`config.mk`:
```
export PLATFORM = sky130hd
export DESIGN_NAME = cmc_portable_flat
export DESIGN_NICKNAME = d
export VERILOG_FILES = /design/src/hw/cmc_pkg.sv /design/src/hw/cmc_link_if.sv /design/src/hw/cmc_portable.sv /design/src/flat_wrapper.sv
export VERILOG_INCLUDE_DIRS = /design/src /design/src/hw
export SDC_FILE = /design/constraint.sdc
export NUM_CORES = 1
export LEC_CHECK = 0
export ABC_AREA = 1
export BUFFER_PORTS_ARGS = -buffer_cell sky130_fd_sc_hd__buf_2
export CORE_ASPECT_RATIO = 1.75
export CORE_MARGIN = 2
export CORE_UTILIZATION = 50
export DETAILED_ROUTE_END_ITERATION = 8
export GPL_ROUTABILITY_DRIVEN = 0
export GPL_TIMING_DRIVEN = 0
export PLACE_DENSITY = 0.83
export SLEW_MARGIN = 20
export SYNTH_ARGS = -nofsm -noshare
export SYNTH_HDL_FRONTEND = slang
export SYNTH_SLANG_ARGS = --single-unit
export TNS_END_PERCENT = 20
```
`constraint.sdc`:
```
create_clock -name core_clk_in -period 5.3 [get_ports core_clk_in]
set_clock_uncertainty 0.05 [all_clocks]
set_input_delay 0.265 -clock core_clk_in [delete_from_list [all_inputs] [get_ports core_clk_in]]
set_output_delay 0.265 -clock core_clk_in [all_outputs]
set_load 0.005 [all_outputs]
```
`src/hw/cmc_defines.svh`:
```
// Constants for the cipher mode stop and re-key controller
`ifndef CMC_DEFINES_SVH
`define CMC_DEFINES_SVH

// ==========================================================
// Timing
`define CMC_CLK_MHZ         100
`define CMC_FRAME_PERIOD_US 10000
`define CMC_FRAME_CYCLES    (`CMC_FRAME_PERIOD_US * `CMC_CLK_MHZ)

// ==========================================================
// Handshake counts
`define CMC_REQ_REPEAT      3'd5
`define CMC_CONF_REPEAT     3'd6

// ==========================================================
// Protected B-field layout
`define CMC_SUBFIELD_BITS   10'd80
`define CMC_SUBFIELD_DATA   10'd64
`define CMC_X_BITS          10'd4
`define CMC_PAD_J           10'd672

`endif

```
`src/hw/cmc_pkg.sv`:
```
// Types and field decode shared by both ends of the controller
`default_nettype none
`include "cmc_defines.svh"

package cmc_pkg;

  typedef enum logic [2:0] {
    CMC_MSG_START_REQ,
    CMC_MSG_START_CONF,
    CMC_MSG_START_GRANT,
    CMC_MSG_STOP_REQ,
    CMC_MSG_CIPHER_HALT_CONFIRM,
    CMC_MSG_STOP_GRANT
  } cmc_msg_t;

  typedef enum {PT_IDLE, PT_REQ, PT_GRANT} cmc_pt_state_t;
  typedef enum {FT_IDLE, FT_CONF} cmc_ft_state_t;

  // Whether B-field bit idx takes keystream
  function automatic logic cmc_bit_ciphered(input logic [9:0] idx,
                                            input logic       prot,
                                            input logic [9:0] j_len);
    logic [9:0] nsub;
    logic [9:0] area;
    // X-field sits beyond the j bits; only whole 80-bit subfields within j count
    nsub = j_len / `CMC_SUBFIELD_BITS;
    area = 10'(nsub * `CMC_SUBFIELD_BITS);
    if (!prot) begin
      return idx < j_len;
    end
    // Padding and X-field fall beyond the subfield area
    if (idx >= area) begin
      return 1'b0;
    end
    return (idx % `CMC_SUBFIELD_BITS) < `CMC_SUBFIELD_DATA;
  endfunction

endpackage : cmc_pkg

`default_nettype wire

```
`src/hw/cmc_link_if.sv`:
```
// Air-side link between the portable and fixed ends
`default_nettype none

interface cmc_link_if;
  import cmc_pkg::*;

  logic              frame_tick;
  logic [3:0]        frame_num;
  logic [23:0]       multiframe_num;
  logic              pt_msg_vld;
  cmc_msg_t          pt_msg;
  logic              ft_msg_vld;
  cmc_msg_t          ft_msg;

  modport portable (
    input  frame_tick, frame_num, multiframe_num, ft_msg_vld, ft_msg,
    output pt_msg_vld, pt_msg
  );

  modport fixed (
    output frame_tick, frame_num, multiframe_num, ft_msg_vld, ft_msg,
    input  pt_msg_vld, pt_msg
  );

endinterface : cmc_link_if

`default_nettype wire

```
`src/hw/cmc_portable.sv`:
```
// Portable-side end: initiates stop, start and re-key handshakes
`default_nettype none
`include "cmc_defines.svh"

module cmc_portable
  import cmc_pkg::*;
(
  input  wire logic        core_clk_in,
  input  wire logic        rst_n_in,
  cmc_link_if.portable     link,
  input  wire logic        mode_switch_request_prim_in,
  input  wire logic        rekey_request_in,
  input  wire logic [63:0] new_key_in,
  input  wire logic        new_connection_in,
  input  wire logic [9:0]  bit_idx_in,
  input  wire logic        prot_fmt_in,
  input  wire logic [9:0]  j_len_in,
  output logic             mode_switch_confirm_prim_out,
  output logic             link_release_indication_out,
  output logic             cipher_on_out,
  output logic             rx_decrypt_out,
  output logic             rx_discard_out,
  output logic             old_conn_release_ok_out,
  output logic             busy_out,
  output logic [63:0]      cipher_key_out,
  output logic [34:0]      init_value_out,
  output logic             ks_apply_out
);

  cmc_pt_state_t state;
  logic [2:0]    req_cnt;
  logic          op_stop;
  logic          rekey_pend;
  logic          handover_leg;
  logic          even_tick;
  logic          conf_seen;
  logic          send_req;
  logic          send_grant;
  logic          timeout;
  logic          begin_op;
  logic          begin_rekey;
  logic          key_load;

  // ==========================================================
  // Frame and message decode
  assign even_tick   = link.frame_tick && !link.frame_num[0];
  assign conf_seen   = state == PT_REQ && req_cnt != 3'h0 && link.ft_msg_vld &&
                       link.ft_msg == (op_stop ? CMC_MSG_CIPHER_HALT_CONFIRM :
                       CMC_MSG_START_CONF);
  // Five requests sent and the following even frame came with no confirm
  assign timeout     = state == PT_REQ && !conf_seen && even_tick &&
                       req_cnt == `CMC_REQ_REPEAT;
  assign send_req    = state == PT_REQ && !conf_seen && even_tick &&
                       req_cnt < `CMC_REQ_REPEAT;
  assign send_grant  = state == PT_GRANT && even_tick;
  assign begin_op    = state == PT_IDLE && mode_switch_request_prim_in;
  assign begin_rekey = state == PT_IDLE && !mode_switch_request_prim_in &&
                       rekey_request_in && cipher_on_out;
  // New key is activated when a start handshake begins
  assign key_load    = (begin_op && !cipher_on_out) ||
                       (send_grant && rekey_pend);

  // ==========================================================
  // Handshake sequencing
  always_ff @(posedge core_clk_in) begin
    if (!rst_n_in) begin
      state      <= PT_IDLE;
      req_cnt    <= 3'h0;
      op_stop    <= 1'b0;
      rekey_pend <= 1'b0;
    end else begin
      unique case (state)
        PT_IDLE: begin
          if (begin_op || begin_rekey) begin
            state      <= PT_REQ;
            req_cnt    <= 3'h0;
            op_stop    <= cipher_on_out;
            rekey_pend <= begin_rekey;
          end
        end
        PT_REQ: begin
          if (conf_seen) begin
            state <= PT_GRANT;
          end else if (timeout) begin
            state      <= PT_IDLE;
            rekey_pend <= 1'b0;
          end else if (send_req) begin
            req_cnt <= 3'(req_cnt + 3'h1);
          end
        end
        PT_GRANT: begin
          if (send_grant) begin
            if (rekey_pend) begin
              // Restart with the new key right after the stop grant
              state      <= PT_REQ;
              req_cnt    <= 3'h0;
              op_stop    <= 1'b0;
              rekey_pend <= 1'b0;
            end else begin
              state <= PT_IDLE;
            end
          end
        end
      endcase
    end
  end

  // ==========================================================
  // Message transmission, even frames only, never ciphered
  always_ff @(posedge core_clk_in) begin
    if (!rst_n_in) begin
      link.pt_msg_vld <= 1'b0;
      link.pt_msg     <= CMC_MSG_STOP_REQ;
    end else begin
      link.pt_msg_vld <= 1'b0;
      if (send_req) begin
        link.pt_msg_vld <= 1'b1;
        link.pt_msg     <= op_stop ? CMC_MSG_STOP_REQ : CMC_MSG_START_REQ;
      end else if (send_grant) begin
        link.pt_msg_vld <= 1'b1;
        link.pt_msg     <= op_stop ? CMC_MSG_STOP_GRANT : CMC_MSG_START_GRANT;
      end
    end
  end

  // ==========================================================
  // Upward events
  always_ff @(posedge core_clk_in) begin
    if (!rst_n_in) begin
      mode_switch_confirm_prim_out <= 1'b0;
      link_release_indication_out  <= 1'b0;
    end else begin
      mode_switch_confirm_prim_out <= conf_seen;
      link_release_indication_out  <= timeout;
    end
  end

  // ==========================================================
  // Receive mode and discard window
  always_ff @(posedge core_clk_in) begin
    if (!rst_n_in) begin
      rx_decrypt_out <= 1'b0;
      rx_discard_out <= 1'b0;
    end else if (new_connection_in) begin
      rx_decrypt_out <= 1'b0;
      rx_discard_out <= 1'b0;
    end else if (conf_seen) begin
      // Confirm frame is already read in the new mode
      rx_decrypt_out <= !op_stop;
      rx_discard_out <= 1'b0;
    end else if (timeout) begin
      rx_discard_out <= 1'b0;
    end else if (send_req && req_cnt == 3'h0) begin
      rx_discard_out <= 1'b1;
    end
  end

  // ==========================================================
  // Transmit mode, shared by every bearer of the connection
  always_ff @(posedge core_clk_in) begin
    if (!rst_n_in) begin
      cipher_on_out <= 1'b0;
    end else if (new_connection_in) begin
      cipher_on_out <= 1'b0;
    end else if (send_grant) begin
      cipher_on_out <= !op_stop;
    end
  end

  // ==========================================================
  // Connection handover tracking
  always_ff @(posedge core_clk_in) begin
    if (!rst_n_in) begin
      handover_leg            <= 1'b0;
      old_conn_release_ok_out <= 1'b0;
    end else if (new_connection_in) begin
      handover_leg            <= 1'b1;
      old_conn_release_ok_out <= 1'b0;
    end else if (handover_leg && send_grant && !op_stop) begin
      // Old leg may go only once this leg is ciphered
      handover_leg            <= 1'b0;
      old_conn_release_ok_out <= 1'b1;
    end
  end

  always_ff @(posedge core_clk_in) begin
    if (!rst_n_in) begin
      busy_out <= 1'b0;
    end else begin
      busy_out <= state != PT_IDLE;
    end
  end

  // ==========================================================
  // Keystream setup and B-field mask
  always_ff @(posedge core_clk_in) begin
    if (!rst_n_in) begin
      cipher_key_out <= 64'h0;
    end else if (key_load) begin
      cipher_key_out <= new_key_in;
    end
  end

  always_ff @(posedge core_clk_in) begin
    if (!rst_n_in) begin
      init_value_out <= 35'h0;
      ks_apply_out   <= 1'b0;
    end else begin
      // Same frame number on every leg gives one segment pair
      init_value_out <= {7'h00, link.multiframe_num, link.frame_num};
      ks_apply_out   <= cipher_on_out &&
                        cmc_bit_ciphered(bit_idx_in, prot_fmt_in, j_len_in);
    end
  end

endmodule : cmc_portable

`default_nettype wire
```
`src/flat_wrapper.sv`:
```
// flat-port wrapper written by rule: the top's interface ports become plain ports
module cmc_portable_flat import cmc_pkg::*;
  (core_clk_in, rst_n_in, mode_switch_request_prim_in, rekey_request_in, new_key_in, new_connection_in, bit_idx_in, prot_fmt_in, j_len_in, mode_switch_confirm_prim_out, link_release_indication_out, cipher_on_out, rx_decrypt_out, rx_discard_out, old_conn_release_ok_out, busy_out, cipher_key_out, init_value_out, ks_apply_out, link_frame_tick, link_frame_num, link_multiframe_num, link_ft_msg_vld, link_ft_msg, link_pt_msg_vld, link_pt_msg);
  cmc_link_if link_i ();
  input  wire logic core_clk_in;
  input  wire logic rst_n_in;
  input  wire logic mode_switch_request_prim_in;
  input  wire logic rekey_request_in;
  input  wire logic [63:0] new_key_in;
  input  wire logic new_connection_in;
  input  wire logic [9:0] bit_idx_in;
  input  wire logic prot_fmt_in;
  input  wire logic [9:0] j_len_in;
  output logic mode_switch_confirm_prim_out;
  output logic link_release_indication_out;
  output logic cipher_on_out;
  output logic rx_decrypt_out;
  output logic rx_discard_out;
  output logic old_conn_release_ok_out;
  output logic busy_out;
  output logic [63:0] cipher_key_out;
  output logic [34:0] init_value_out;
  output logic ks_apply_out;
  input wire logic [$bits(link_i.frame_tick)-1:0] link_frame_tick;
  input wire logic [$bits(link_i.frame_num)-1:0] link_frame_num;
  input wire logic [$bits(link_i.multiframe_num)-1:0] link_multiframe_num;
  input wire logic [$bits(link_i.ft_msg_vld)-1:0] link_ft_msg_vld;
  input wire logic [$bits(link_i.ft_msg)-1:0] link_ft_msg;
  output wire logic [$bits(link_i.pt_msg_vld)-1:0] link_pt_msg_vld;
  output wire logic [$bits(link_i.pt_msg)-1:0] link_pt_msg;
  assign link_i.frame_tick = link_frame_tick;
  assign link_i.frame_num = link_frame_num;
  assign link_i.multiframe_num = link_multiframe_num;
  assign link_i.ft_msg_vld = link_ft_msg_vld;
  assign link_i.ft_msg = link_ft_msg;
  assign link_pt_msg_vld = link_i.pt_msg_vld;
  assign link_pt_msg = link_i.pt_msg;
  cmc_portable u_core (.core_clk_in(core_clk_in), .rst_n_in(rst_n_in), .link(link_i), .mode_switch_request_prim_in(mode_switch_request_prim_in), .rekey_request_in(rekey_request_in), .new_key_in(new_key_in), .new_connection_in(new_connection_in), .bit_idx_in(bit_idx_in), .prot_fmt_in(prot_fmt_in), .j_len_in(j_len_in), .mode_switch_confirm_prim_out(mode_switch_confirm_prim_out), .link_release_indication_out(link_release_indication_out), .cipher_on_out(cipher_on_out), .rx_decrypt_out(rx_decrypt_out), .rx_discard_out(rx_discard_out), .old_conn_release_ok_out(old_conn_release_ok_out), .busy_out(busy_out), .cipher_key_out(cipher_key_out), .init_value_out(init_value_out), .ks_apply_out(ks_apply_out));
endmodule
```
==> run summary, run 1 <==
core area: 9410 um^2
Slew headroom: 65.3%
worst hold path stage count: 3
post-synthesis sequential area ratio: 46.7%
port bufs: 225
TNS Setup: 0 ns
CTS root buf: clkbuf_16
simple-gate share of the synthesized area: 23.5%
post-CTS sizing: 0
Worst R2R Path Depth: 10
VDD IR max: 0.000271 V
Reg power frac: 47.8%
status: finished clean
DRT Wirelength: 13500 um
DIE HEIGHT: 134 um
slowest stage delay, CP: 0.38 ns
final period demand of the worst path: 2.94 ns
final hold viol count: 0
remaining antenna violation count after routing: 0
Ports: 234
total number of vias: 4824
initial antenna violation count: 0
die footprint: 10400 um^2
total CTS buffers: 9
Tot Pwr: 1.99 mW
# rows: 47
Startpoint Class: primary input
synthesized-area fraction occupied by adder cells: 6.93%
post-synthesis compound-gate area fraction: 12.2%
commonest non-fill, non-tap cells in the layout: buf_2, nor2_1, dfxtp_1
Hold/Removal Path Class: in2reg
switching share of power: 28.8%
All-Layer GR Usage: 25.7%
die width: 78.1 um
Ys Warns: 0
Synth area leader: dfxtp_1
global-route wire length before repair: 21400 um
WL per Instance: 13.4 um
commonest non-fill, non-tap cell in the layout: buf_2
CP Capture Type: flip-flop
critical-path cell list: buf_2 -> inv_2 -> nand2_2 -> o21ai_1 -> inv_1 -> nand2_2 -> nand2_2 -> nand2_2 -> nand2_2 -> nand3_1 -> nand2_1 -> nand2_2 -> nand2_1 -> nand3_1 -> nand2_1 -> ha_1 -> ha_1 -> fa_1 -> xor2_1 -> ha_1 -> o21bai_1 -> a21oi_1 -> nand3_1 -> a21oi_1
Clock Power Share: 32.5%
Synth Cell Area: 4800 um^2
H-tree levels: 3
Post-CTS Hold Fix Bufs: 0
Comb pwr share: 19.8%
worst-path maximum fanout: 3
pin count of the biggest net entering global routing: 19
initial DRC count: 162
main combinational cell family by area after synthesis: simple AND/OR/NAND/NOR gates
post-synthesis mux area share: 0%
Required @ worst endpoint: 5.53 ns
top cells by area, synth: dfxtp_1, nor2_1, o21ai_0
Clock transition at path regs: 0.07 ns
Fin Hold WS: 0.0416 ns
#FFs+latches synth: 112
CTS Sinks: 112
Crit path arrival time: 3.17 ns
post-synth top area share: 46.7%
Syn Area/Cell: 7.47 um^2
vias per cell: 4.77
final setup fails: 0
crit share post-route: 55.5%
worst skew pair latency: 0.34 ns
cell count along the critical path: 24
CTS Buffer Depth: 2
number of global-route vias before repair: 4727
Lkg Pwr: 3.64 nW
synth unique cells: 33
PD cells: 311 nW/um^2
Final Net Count: 1034
Layout area overhead: 33.0%
Syn Inst Count: 643
worst path bufs/invs: 3
GRT overflow: 0
CTS tree: built
Pins Over Slew Limit: 0
Starting Density: 51.0%
drt pass-1 iters: 5
post-CTS setup buffers: 0
Highest Clock Rate: 0.340 GHz
CP top delay family: adder cells
RSZ-0062 raised after global routing: no
Int Power: 1.41 mW
hpwl dp: 10600 um
WS Path Type: in2reg
P_sw: 0.571 mW
Post-Synth XOR/XNOR Area: 0.547%
worst slew pin tran: 0.520 ns
ANT cells: 0
CP dominant cell by count: nand2_2
Max-Cap Viols: 0
worst-path cell with the longest stage delay: fa_1
share of cells above drive strength 1: 31.6%
Remaining DRCs: 0
==> metal layers <==
layer  wire [um]  share of wire (%)  global-route usage, %
met5           0                  0                      0
met4         230                1.7                   9.16
met3        1120                8.3                   8.06
met2        7340                 54                   48.2
met1        4840                 36                   26.1
==> flip-flops by register name, indices dropped and copies added (netlist names), 2 cells and up <==
signal                 flops
u_core.req_cnt             3
u_core.link.pt_msg         3
u_core.cipher_key_out     64
u_core.init_value_out     28
u_core.state               2
==> tightest hold or removal path, cell delays in order <==
cell and delay, ns:
buf_2 0.07, nand2_1 0.04, inv_1 0.04
==> cell type report <==
type | count | area (um^2)
Buffer | 33 | 166
Clock buffer | 10 | 239
Clock inverter | 6 | 42.5
Fill cell | 851 | 3030
Inverter | 83 | 312
Multi-Input combinational cell | 421 | 2100
Sequential cell | 112 | 2240
Tap cell | 122 | 153
Timing Repair Buffer | 225 | 1130
==> worst paths after layout <==
path / startpoint / to / slack, ns
worst min-delay path: link_multiframe_num[19] / u_core.init_value_out[23] / 0.04
worst max register to register: u_core.state[0] / u_core.cipher_key_out[28] / 3.39
worst max-delay path: j_len_in[7] / u_core.ks_apply_out / 2.36
worst min register to register: u_core.rx_decrypt_out / u_core.rx_decrypt_out / 0.41
==> cell usage after synthesis (all sizes together) <==
library cell  instances
nor2                157
dfxtp               112
nand2                95
inv                  83
o21ai                80
ha                   25
a21oi                19
nand3                18
clkbuf               17
buf                  16
nand4                 3
xor2                  3
a21boi                2
nor3                  2
o2111ai               2
o211ai                2
o21bai                2
a211oi                1
conb                  1
fa                    1
nand3b                1
nor3b                 1
==> logic make-up (layout without fill, tap and decap cells) <==
kind of cell	count (synthesis)	after routing
buffers and inverters	116	357
other	1	7
AND/OR/NAND/NOR	277	277
XOR/XNOR	3	3
adder cells (fa/ha/maj)	26	26
flip-flops	112	112
AO/OA/AOI/OAI	108	108
==> power groups by stage <==
stage / logic (mW) / registers [mW] / clock network [mW]
2_1_floorplan: 0.210 / 0.971 / 0
3_3_place_gp: 0.385 / 0.964 / 0
3_5_place_dp: 0.394 / 0.964 / 0
4_1_cts: 0.396 / 0.948 / 0.658
5_1_grt: 0.448 / 0.956 / 0.684
6_report: 0.392 / 0.949 / 0.645
==> through the flow <==
step	cells	instance area [um^2]	util (%)	worst slack, ns
after detailed placement	996	6100	64.9	1.99
after global routing	1012	6380	67.8	2.07
after CTS	1012	6380	67.8	2.34
after floorplan	649	4820	-	2.49
final	1012	6380	67.8	2.36
after global placement	996	6100	64.9	2.09
Note: power is estimated with default switching activity, not from simulation.
==> run 2: changes to the inputs <==
--- a/config.mk
+++ b/config.mk
@@ -10,11 +10,11 @@
 export BUFFER_PORTS_ARGS = -buffer_cell sky130_fd_sc_hd__buf_2
 export CORE_ASPECT_RATIO = 1.75
 export CORE_MARGIN = 2
-export CORE_UTILIZATION = 50
+export CORE_UTILIZATION = 42
 export DETAILED_ROUTE_END_ITERATION = 8
 export GPL_ROUTABILITY_DRIVEN = 0
 export GPL_TIMING_DRIVEN = 0
-export PLACE_DENSITY = 0.83
+export PLACE_DENSITY = 0.74
 export SLEW_MARGIN = 20
 export SYNTH_ARGS = -nofsm -noshare
 export SYNTH_HDL_FRONTEND = slang
==> constraint.sdc (replaced) <==
create_clock -name core_clk_in -period 2.7 [get_ports core_clk_in]
set_clock_uncertainty 0.05 [all_clocks]
set_input_delay 0.135 -clock core_clk_in [delete_from_list [all_inputs] [get_ports core_clk_in]]
set_output_delay 0.135 -clock core_clk_in [all_outputs]
set_load 0.005 [all_outputs]
==> run summary, run 2 (synthesis results as in run 1) <==
status: finished clean (unchanged)
DRT Wirelength: 16900 um (was 13500 um)
Crit path arrival time: 2.89 ns (was 3.17 ns)
die width: 84.8 um (was 78.1 um)
commonest non-fill, non-tap cells in the layout: buf_2, nor2_1, dfxtp_1 (unchanged)
slowest stage delay, CP: 0.54 ns (was 0.38 ns)
RSZ-0062 raised after global routing: yes (was no)
Sequential Area: 2240 um^2 (unchanged)
Worst Hold Path EP: u_core.rx_decrypt_out (was u_core.init_value_out[23])
Filler Cells Inserted: 828 (was 851)
FF-to-FF End: u_core.cipher_key_out[16] (was u_core.cipher_key_out[28])
Max-Cap Viols: 0 (unchanged)
met1 Resource Use GR: 25.4% (was 26.1%)
M3 GR Usage: 6.98% (was 8.06%)
Pins Over Slew Limit: 0 (unchanged)
worst-path maximum fanout: 4 (was 3)
final hold viol count: 0 (unchanged)
initial antenna violation count: 1 (was 0)
Clock transition at path regs: 0.07 ns (about the same)
Starting Density: 43.0% (was 51.0%)
core area: 11200 um^2 (was 9410 um^2)
Lkg Pwr: 4.11 nW (was 3.64 nW)
crit share post-route: 98.8%
CP Capture Type: flip-flop (unchanged)
WL per Instance: 15.0 um (was 13.4 um)
DIE HEIGHT: 145 um (was 134 um)
Remaining DRCs: 0 (unchanged)
die footprint: 12300 um^2 (was 10400 um^2)
Final Net Count: 1135 (was 1034)
hpwl dp: 10700 um (was 10600 um)
share of cells above drive strength 1: 31.0% (was 31.6%)
GRT overflow: 0 (unchanged)
# rows: 51 (was 47)
port bufs: 225 (unchanged)
H-tree levels: 3 (unchanged)
Tot Pwr: 4.20 mW (was 1.99 mW)
Hold/Removal Path Class: in2reg (unchanged)
met2 Track Usage GR: 48.7% (was 48.2%)
CTS tree: built (unchanged)
CTS Sinks: 112 (unchanged)
final period demand of the worst path: 2.67 ns
Setup WS pre-CTS: -0.466 ns (was 1.99 ns)
CP top delay family: adder cells (unchanged)
vias per cell: 4.98 (was 4.77)
worst hold path stage count: 4 (was 3)
remaining antenna violation count after routing: 0 (unchanged)
global-route wire length before repair: 26700 um (was 21400 um)
worst slew pin tran: 0.525 ns (was 0.520 ns)
GRT Max-Usage Layer: met2 (unchanged)
All-Layer GR Usage: 26.9% (was 25.7%)
worst skew pair latency: 0.34 ns (about the same)
Highest Clock Rate: 0.375 GHz
biggest registers after layout: u_core.cipher_key_out x64, u_core.init_value_out x28 (unchanged)
cell count along the critical path: 23 (was 24)
total CTS buffers: 9 (unchanged)
PD cells: 554 nW/um^2 (was 311 nW/um^2)
CTS root buf: clkbuf_16 (unchanged)
Worst R2R Path Depth: 10 (unchanged)
register name with the most flops: u_core.cipher_key_out (unchanged)
slack of the critical path: 0.0318 ns (was 2.36 ns)
Required @ worst endpoint: 2.93 ns (was 5.53 ns)
worst-path cell with the longest stage delay: fa_2 (was fa_1)
pin count of the biggest net entering global routing: 19 (unchanged)
WS Path Type: in2reg (unchanged)
critical-path cell list: buf_2 -> inv_2 -> o21ai_4 -> inv_2 -> nand2_4 -> nand2_4 -> nand2_4 -> nand2_4 -> nand2_2 -> o21ai_2 -> nand2_1 -> nand2_2 -> buf_12 -> ha_4 -> ha_4 -> fa_2 -> inv_2 -> ha_4 -> nand2_2 -> nand2_2 -> a21oi_2 -> nand3_1 -> a21oi_1 (was buf_2 -> inv_2 -> nand2_2 -> o21ai_1 -> inv_1 -> nand2_2 -> nand2_2 -> nand2_2 -> nand2_2 -> nand3_1 -> nand2_1 -> nand2_2 -> nand2_1 -> nand3_1 -> nand2_1 -> ha_1 -> ha_1 -> fa_1 -> xor2_1 -> ha_1 -> o21bai_1 -> a21oi_1 -> nand3_1 -> a21oi_1)
R2R Path Start: u_core.state[0] (unchanged)
final setup fails: 0 (unchanged)
commonest non-fill, non-tap cell in the layout: buf_2 (unchanged)
number of global-route vias before repair: 5860 (was 4727)
Layout area overhead: 57.7% (was 33.0%)
worst path bufs/invs: 5 (was 3)
VDD IR max: 0.000524 V (was 0.000271 V)
Slew headroom: 65.0% (was 65.3%)
CTS Buffer Depth: 2 (unchanged)
max reg flops: 64 (unchanged)
hold_sp: link_ft_msg[1] (was link_multiframe_num[19])
drt pass-1 iters: 5 (unchanged)
Ports: 234 (unchanged)
area occupied by multi-input gates: 2230 um^2 (was 2100 um^2)
r2r setup slk: 0.77 ns (was 3.39 ns)
total number of vias: 5594 (was 4824)
initial DRC count: 216 (was 162)
Startpoint Class: primary input (unchanged)
-- run 2: cell type report --
class                      instances  area share (%)
clock inverter                     6           0.926
multi-input combinational        421            29.5
clock buffer                      10            3.02
antenna                            1          0.0331
tap                              132            2.18
sequential                       112            29.6
buffer                            33            2.20
timing repair buffer             326            28.3
inverter                          83            4.21
-- run 2: worst min-delay path, cell delays in order --
cell and delay (ns):
buf_2 0.10, nor3_4 0.05, nand2_1 0.05, a21oi_1 0.06
-- run 2: power breakdown --
group	leakage (nW)	total, mW	switching (mW)	internal (mW)
sequential	0.927	1.87	0.0748	1.80
combinational	3.04	0.988	0.530	0.458
clock	0.147	1.34	0.611	0.726
-- run 2: layer usage --
layer  up-vias  wire [um]  part of all wire (%)
met5         -          0                     0
met4         0       1180                   7.0
met3        91       1170                   6.9
met2       279       8770                    52
met1      2546       5790                    34
li1       2678          -                     -
-- run 2: timing repair --
item | in CTS | in global routing
setup buffers | 4 | 5
gates resized for setup | 9 | 27
hold endpoints to repair | 93 | 0
pin swaps | 5 | 18
hold buffers | 93 | 0
endpoints found under the setup margin | 1 | 1
-- run 2: through the flow --
step / hold WS (ns) / setup TNS, ns / util [%] / cells / cell area (um^2)
2_1_floorplan: 0.177 / 0 / - / 649 / 4820
3_3_place_gp: 0.264 / -0.388 / 54.8 / 1006 / 6110
3_5_place_dp: 0.269 / -0.466 / 54.8 / 1006 / 6110
4_1_cts: 0.00333 / 0 / 66.3 / 1119 / 7410
5_1_grt: 0.0425 / -0.113 / 67.8 / 1124 / 7570
6_report: 0.0522 / 0 / 67.8 / 1124 / 7570
-- run 2: worst max path at each step --
stage,startpoint,endpoint,slack [ns]
global placement,j_len_in[7],u_core.ks_apply_out,-0.39
finish,j_len_in[8],u_core.ks_apply_out,0.03
floorplan,j_len_in[7],u_core.ks_apply_out,0.02
CTS,j_len_in[7],u_core.ks_apply_out,0.01
global route,j_len_in[8],u_core.ks_apply_out,-0.11
detailed placement,j_len_in[7],u_core.ks_apply_out,-0.47
==> run 3: changes to the inputs <==
--- a/config.mk
+++ b/config.mk
@@ -8,13 +8,13 @@
 export LEC_CHECK = 0
 export ABC_AREA = 1
 export BUFFER_PORTS_ARGS = -buffer_cell sky130_fd_sc_hd__buf_2
-export CORE_ASPECT_RATIO = 1.75
 export CORE_MARGIN = 2
 export CORE_UTILIZATION = 42
 export DETAILED_ROUTE_END_ITERATION = 8
 export GPL_ROUTABILITY_DRIVEN = 0
 export GPL_TIMING_DRIVEN = 0
 export PLACE_DENSITY = 0.74
+export SETUP_SLACK_MARGIN = 0.4
 export SLEW_MARGIN = 20
 export SYNTH_ARGS = -nofsm -noshare
 export SYNTH_HDL_FRONTEND = slang
==> run summary, run 3 (synthesis results as in run 1) <==
commonest non-fill, non-tap cells in the layout: buf_2, nor2_1, dfxtp_1 (unchanged)
Starting Density: 42.6% (was 43.0%)
share of cells above drive strength 1: 31.7% (was 31.0%)
number of global-route vias before repair: 5421 (was 5860)
Clock transition at path regs: 0.07 ns (about the same)
Max-Cap Viols: 0 (unchanged)
cell count along the critical path: 25 (was 23)
total CTS buffers: 9 (unchanged)
All-Layer GR Usage: 25.2% (was 26.9%)
DRT Wirelength: 15700 um (was 16900 um)
Worst R2R Path Depth: 10 (unchanged)
slack of the critical path: 0.177 ns (was 0.0318 ns)
drt pass-1 iters: 6 (was 5)
initial DRC count: 381 (was 216)
worst-path maximum fanout: 3 (was 4)
CP top delay family: adder cells (unchanged)
VDD IR max: 0.000591 V (was 0.000524 V)
Startpoint Class: primary input (unchanged)
final period demand of the worst path: 2.52 ns (was 2.67 ns)
commonest non-fill, non-tap cell in the layout: buf_2 (unchanged)
fin util: 67.7% (was 67.8%)
Tot Pwr: 4.22 mW (was 4.20 mW)
H-tree levels: 3 (unchanged)
die footprint: 12300 um^2 (about the same)
Final Non-Filler Cells: 1138 (was 1124)
Required @ worst endpoint: 2.94 ns (was 2.93 ns)
status: finished clean (unchanged)
GRT overflow: 0 (unchanged)
CTS Buffer Depth: 2 (unchanged)
finished layout cell area: 7630 um^2 (was 7570 um^2)
initial antenna violation count: 1 (unchanged)
pin count of the biggest net entering global routing: 19 (unchanged)
worst skew pair latency: 0.35 ns (was 0.34 ns)
Comb pwr share: 23.2% (was 23.5%)
port bufs: 225 (unchanged)
Reg power frac: 44.2% (was 44.6%)
switching share of power: 28.7% (was 29.0%)
Highest Clock Rate: 0.396 GHz (was 0.375 GHz)
hpwl dp: 9760 um (was 10700 um)
Hold/Removal Path Class: in2reg (unchanged)
P_sw: 1.21 mW (was 1.22 mW)
final hold viol count: 0 (unchanged)
DIE HEIGHT: 111 um (was 145 um)
Clock Power Share: 32.7% (was 31.9%)
CTS root buf: clkbuf_16 (unchanged)
vias per cell: 4.75 (was 4.98)
Final Net Count: 1138 (was 1135)
register name with the most flops: u_core.cipher_key_out (unchanged)
Remaining DRCs: 0 (unchanged)
max reg flops: 64 (unchanged)
worst hold path stage count: 4 (unchanged)
worst-path cell with the longest stage delay: fa_2 (unchanged)
Ports: 234 (unchanged)
CP Capture Type: flip-flop (unchanged)
# rows: 39 (was 51)
core area: 11300 um^2 (was 11200 um^2)
Lkg Pwr: 4.13 nW (was 4.11 nW)
WS Path Type: in2reg (unchanged)
WL per Instance: 13.8 um (was 15.0 um)
total number of vias: 5408 (was 5594)
PD cells: 554 nW/um^2 (about the same)
Setup WS pre-CTS: -0.311 ns (was -0.466 ns)
CTS Sinks: 112 (unchanged)
remaining antenna violation count after routing: 0 (unchanged)
area post-placement: 6140 um^2 (was 6110 um^2)
global-route wire length before repair: 25300 um (was 26700 um)
Int Power: 3.01 mW (was 2.98 mW)
CP dominant cell by count: nand2_4
final setup fails: 0 (unchanged)
biggest registers after layout: u_core.cipher_key_out x64, u_core.init_value_out x28 (unchanged)
slowest stage delay, CP: 0.53 ns (was 0.54 ns)
Crit path arrival time: 2.76 ns (was 2.89 ns)
dpl cells: 1017 (was 1006)
crit share post-route: 93.5% (was 98.8%)
Pins Over Slew Limit: 0 (unchanged)
RSZ-0062 raised after global routing: yes (unchanged)
CTS tree: built (unchanged)
Layout area overhead: 58.9% (was 57.7%)
worst path bufs/invs: 4 (was 5)
die width: 111 um (was 84.8 um)
run 3: cell types whose count changed in the layout (fill, tap and decap cells not counted), sizes merged:
cell	delta
clkinv	-4
buf	+2
inv	+2
clkbuf	+1
clkinvlp	+1
dlygate4sd3	+1
run 3: final timing paths:
path                          from                         to  slack (ns)
min                 link_ft_msg[1]      u_core.rx_decrypt_out        0.06
max                    j_len_in[7]        u_core.ks_apply_out        0.18
min reg2reg  u_core.rx_decrypt_out      u_core.rx_decrypt_out        0.41
max reg2reg        u_core.state[0]  u_core.cipher_key_out[21]        0.78
run 3: per-stage QoR:
stage	setup TNS, ns	hold WS [ns]
5_1_grt	0	0.0591
4_1_cts	0	0.0464
6_report	0	0.0558
3_5_place_dp	-0.311	0.269
2_1_floorplan	0	0.177
3_3_place_gp	-0.293	0.264
run 3: per-layer routing:
metal  track usage, %  part of all wire (%)
met5                0                     0
met4             12.0                   3.4
met1             27.7                    39
met2             44.7                    50
met3             7.05                   7.8
run 3: power groups by stage:
stage          sequential [mW]  combinational, mW  clock, mW
2_1_floorplan             1.91              0.414          0
3_3_place_gp              1.89              0.760          0
3_5_place_dp              1.89              0.771          0
4_1_cts                   1.86              0.905       1.41
5_1_grt                   1.88               1.10       1.48
6_report                  1.87              0.978       1.38
run 3: worst min-delay path: cells and delay by family:
kind                   cells  cell delay, ns
AND/OR/NAND/NOR            2            0.11
buffers and inverters      1            0.10
AO/OA/AOI/OAI              1            0.06
run 3: final cells by class:
class / count / area (um^2)
Tap cell: 143 / 179
Fill cell: 846 / 3640
Clock inverter: 5 / 63.8
Clock buffer: 11 / 243
Multi-Input combinational cell: 421 / 2250
Sequential cell: 112 / 2240
Inverter: 83 / 319
Buffer: 33 / 166
Antenna cell: 1 / 2.50
Timing Repair Buffer: 329 / 2160
run 3: repair_timing:
item | 4_1_cts | 5_1_grt
pin swaps | 13 | 17
endpoints found under the hold margin | 94 | 0
hold buffers | 94 | 0
resized for setup | 10 | 29
buffers inserted | 6 | 4
setup endpoints to repair | 1 | 1
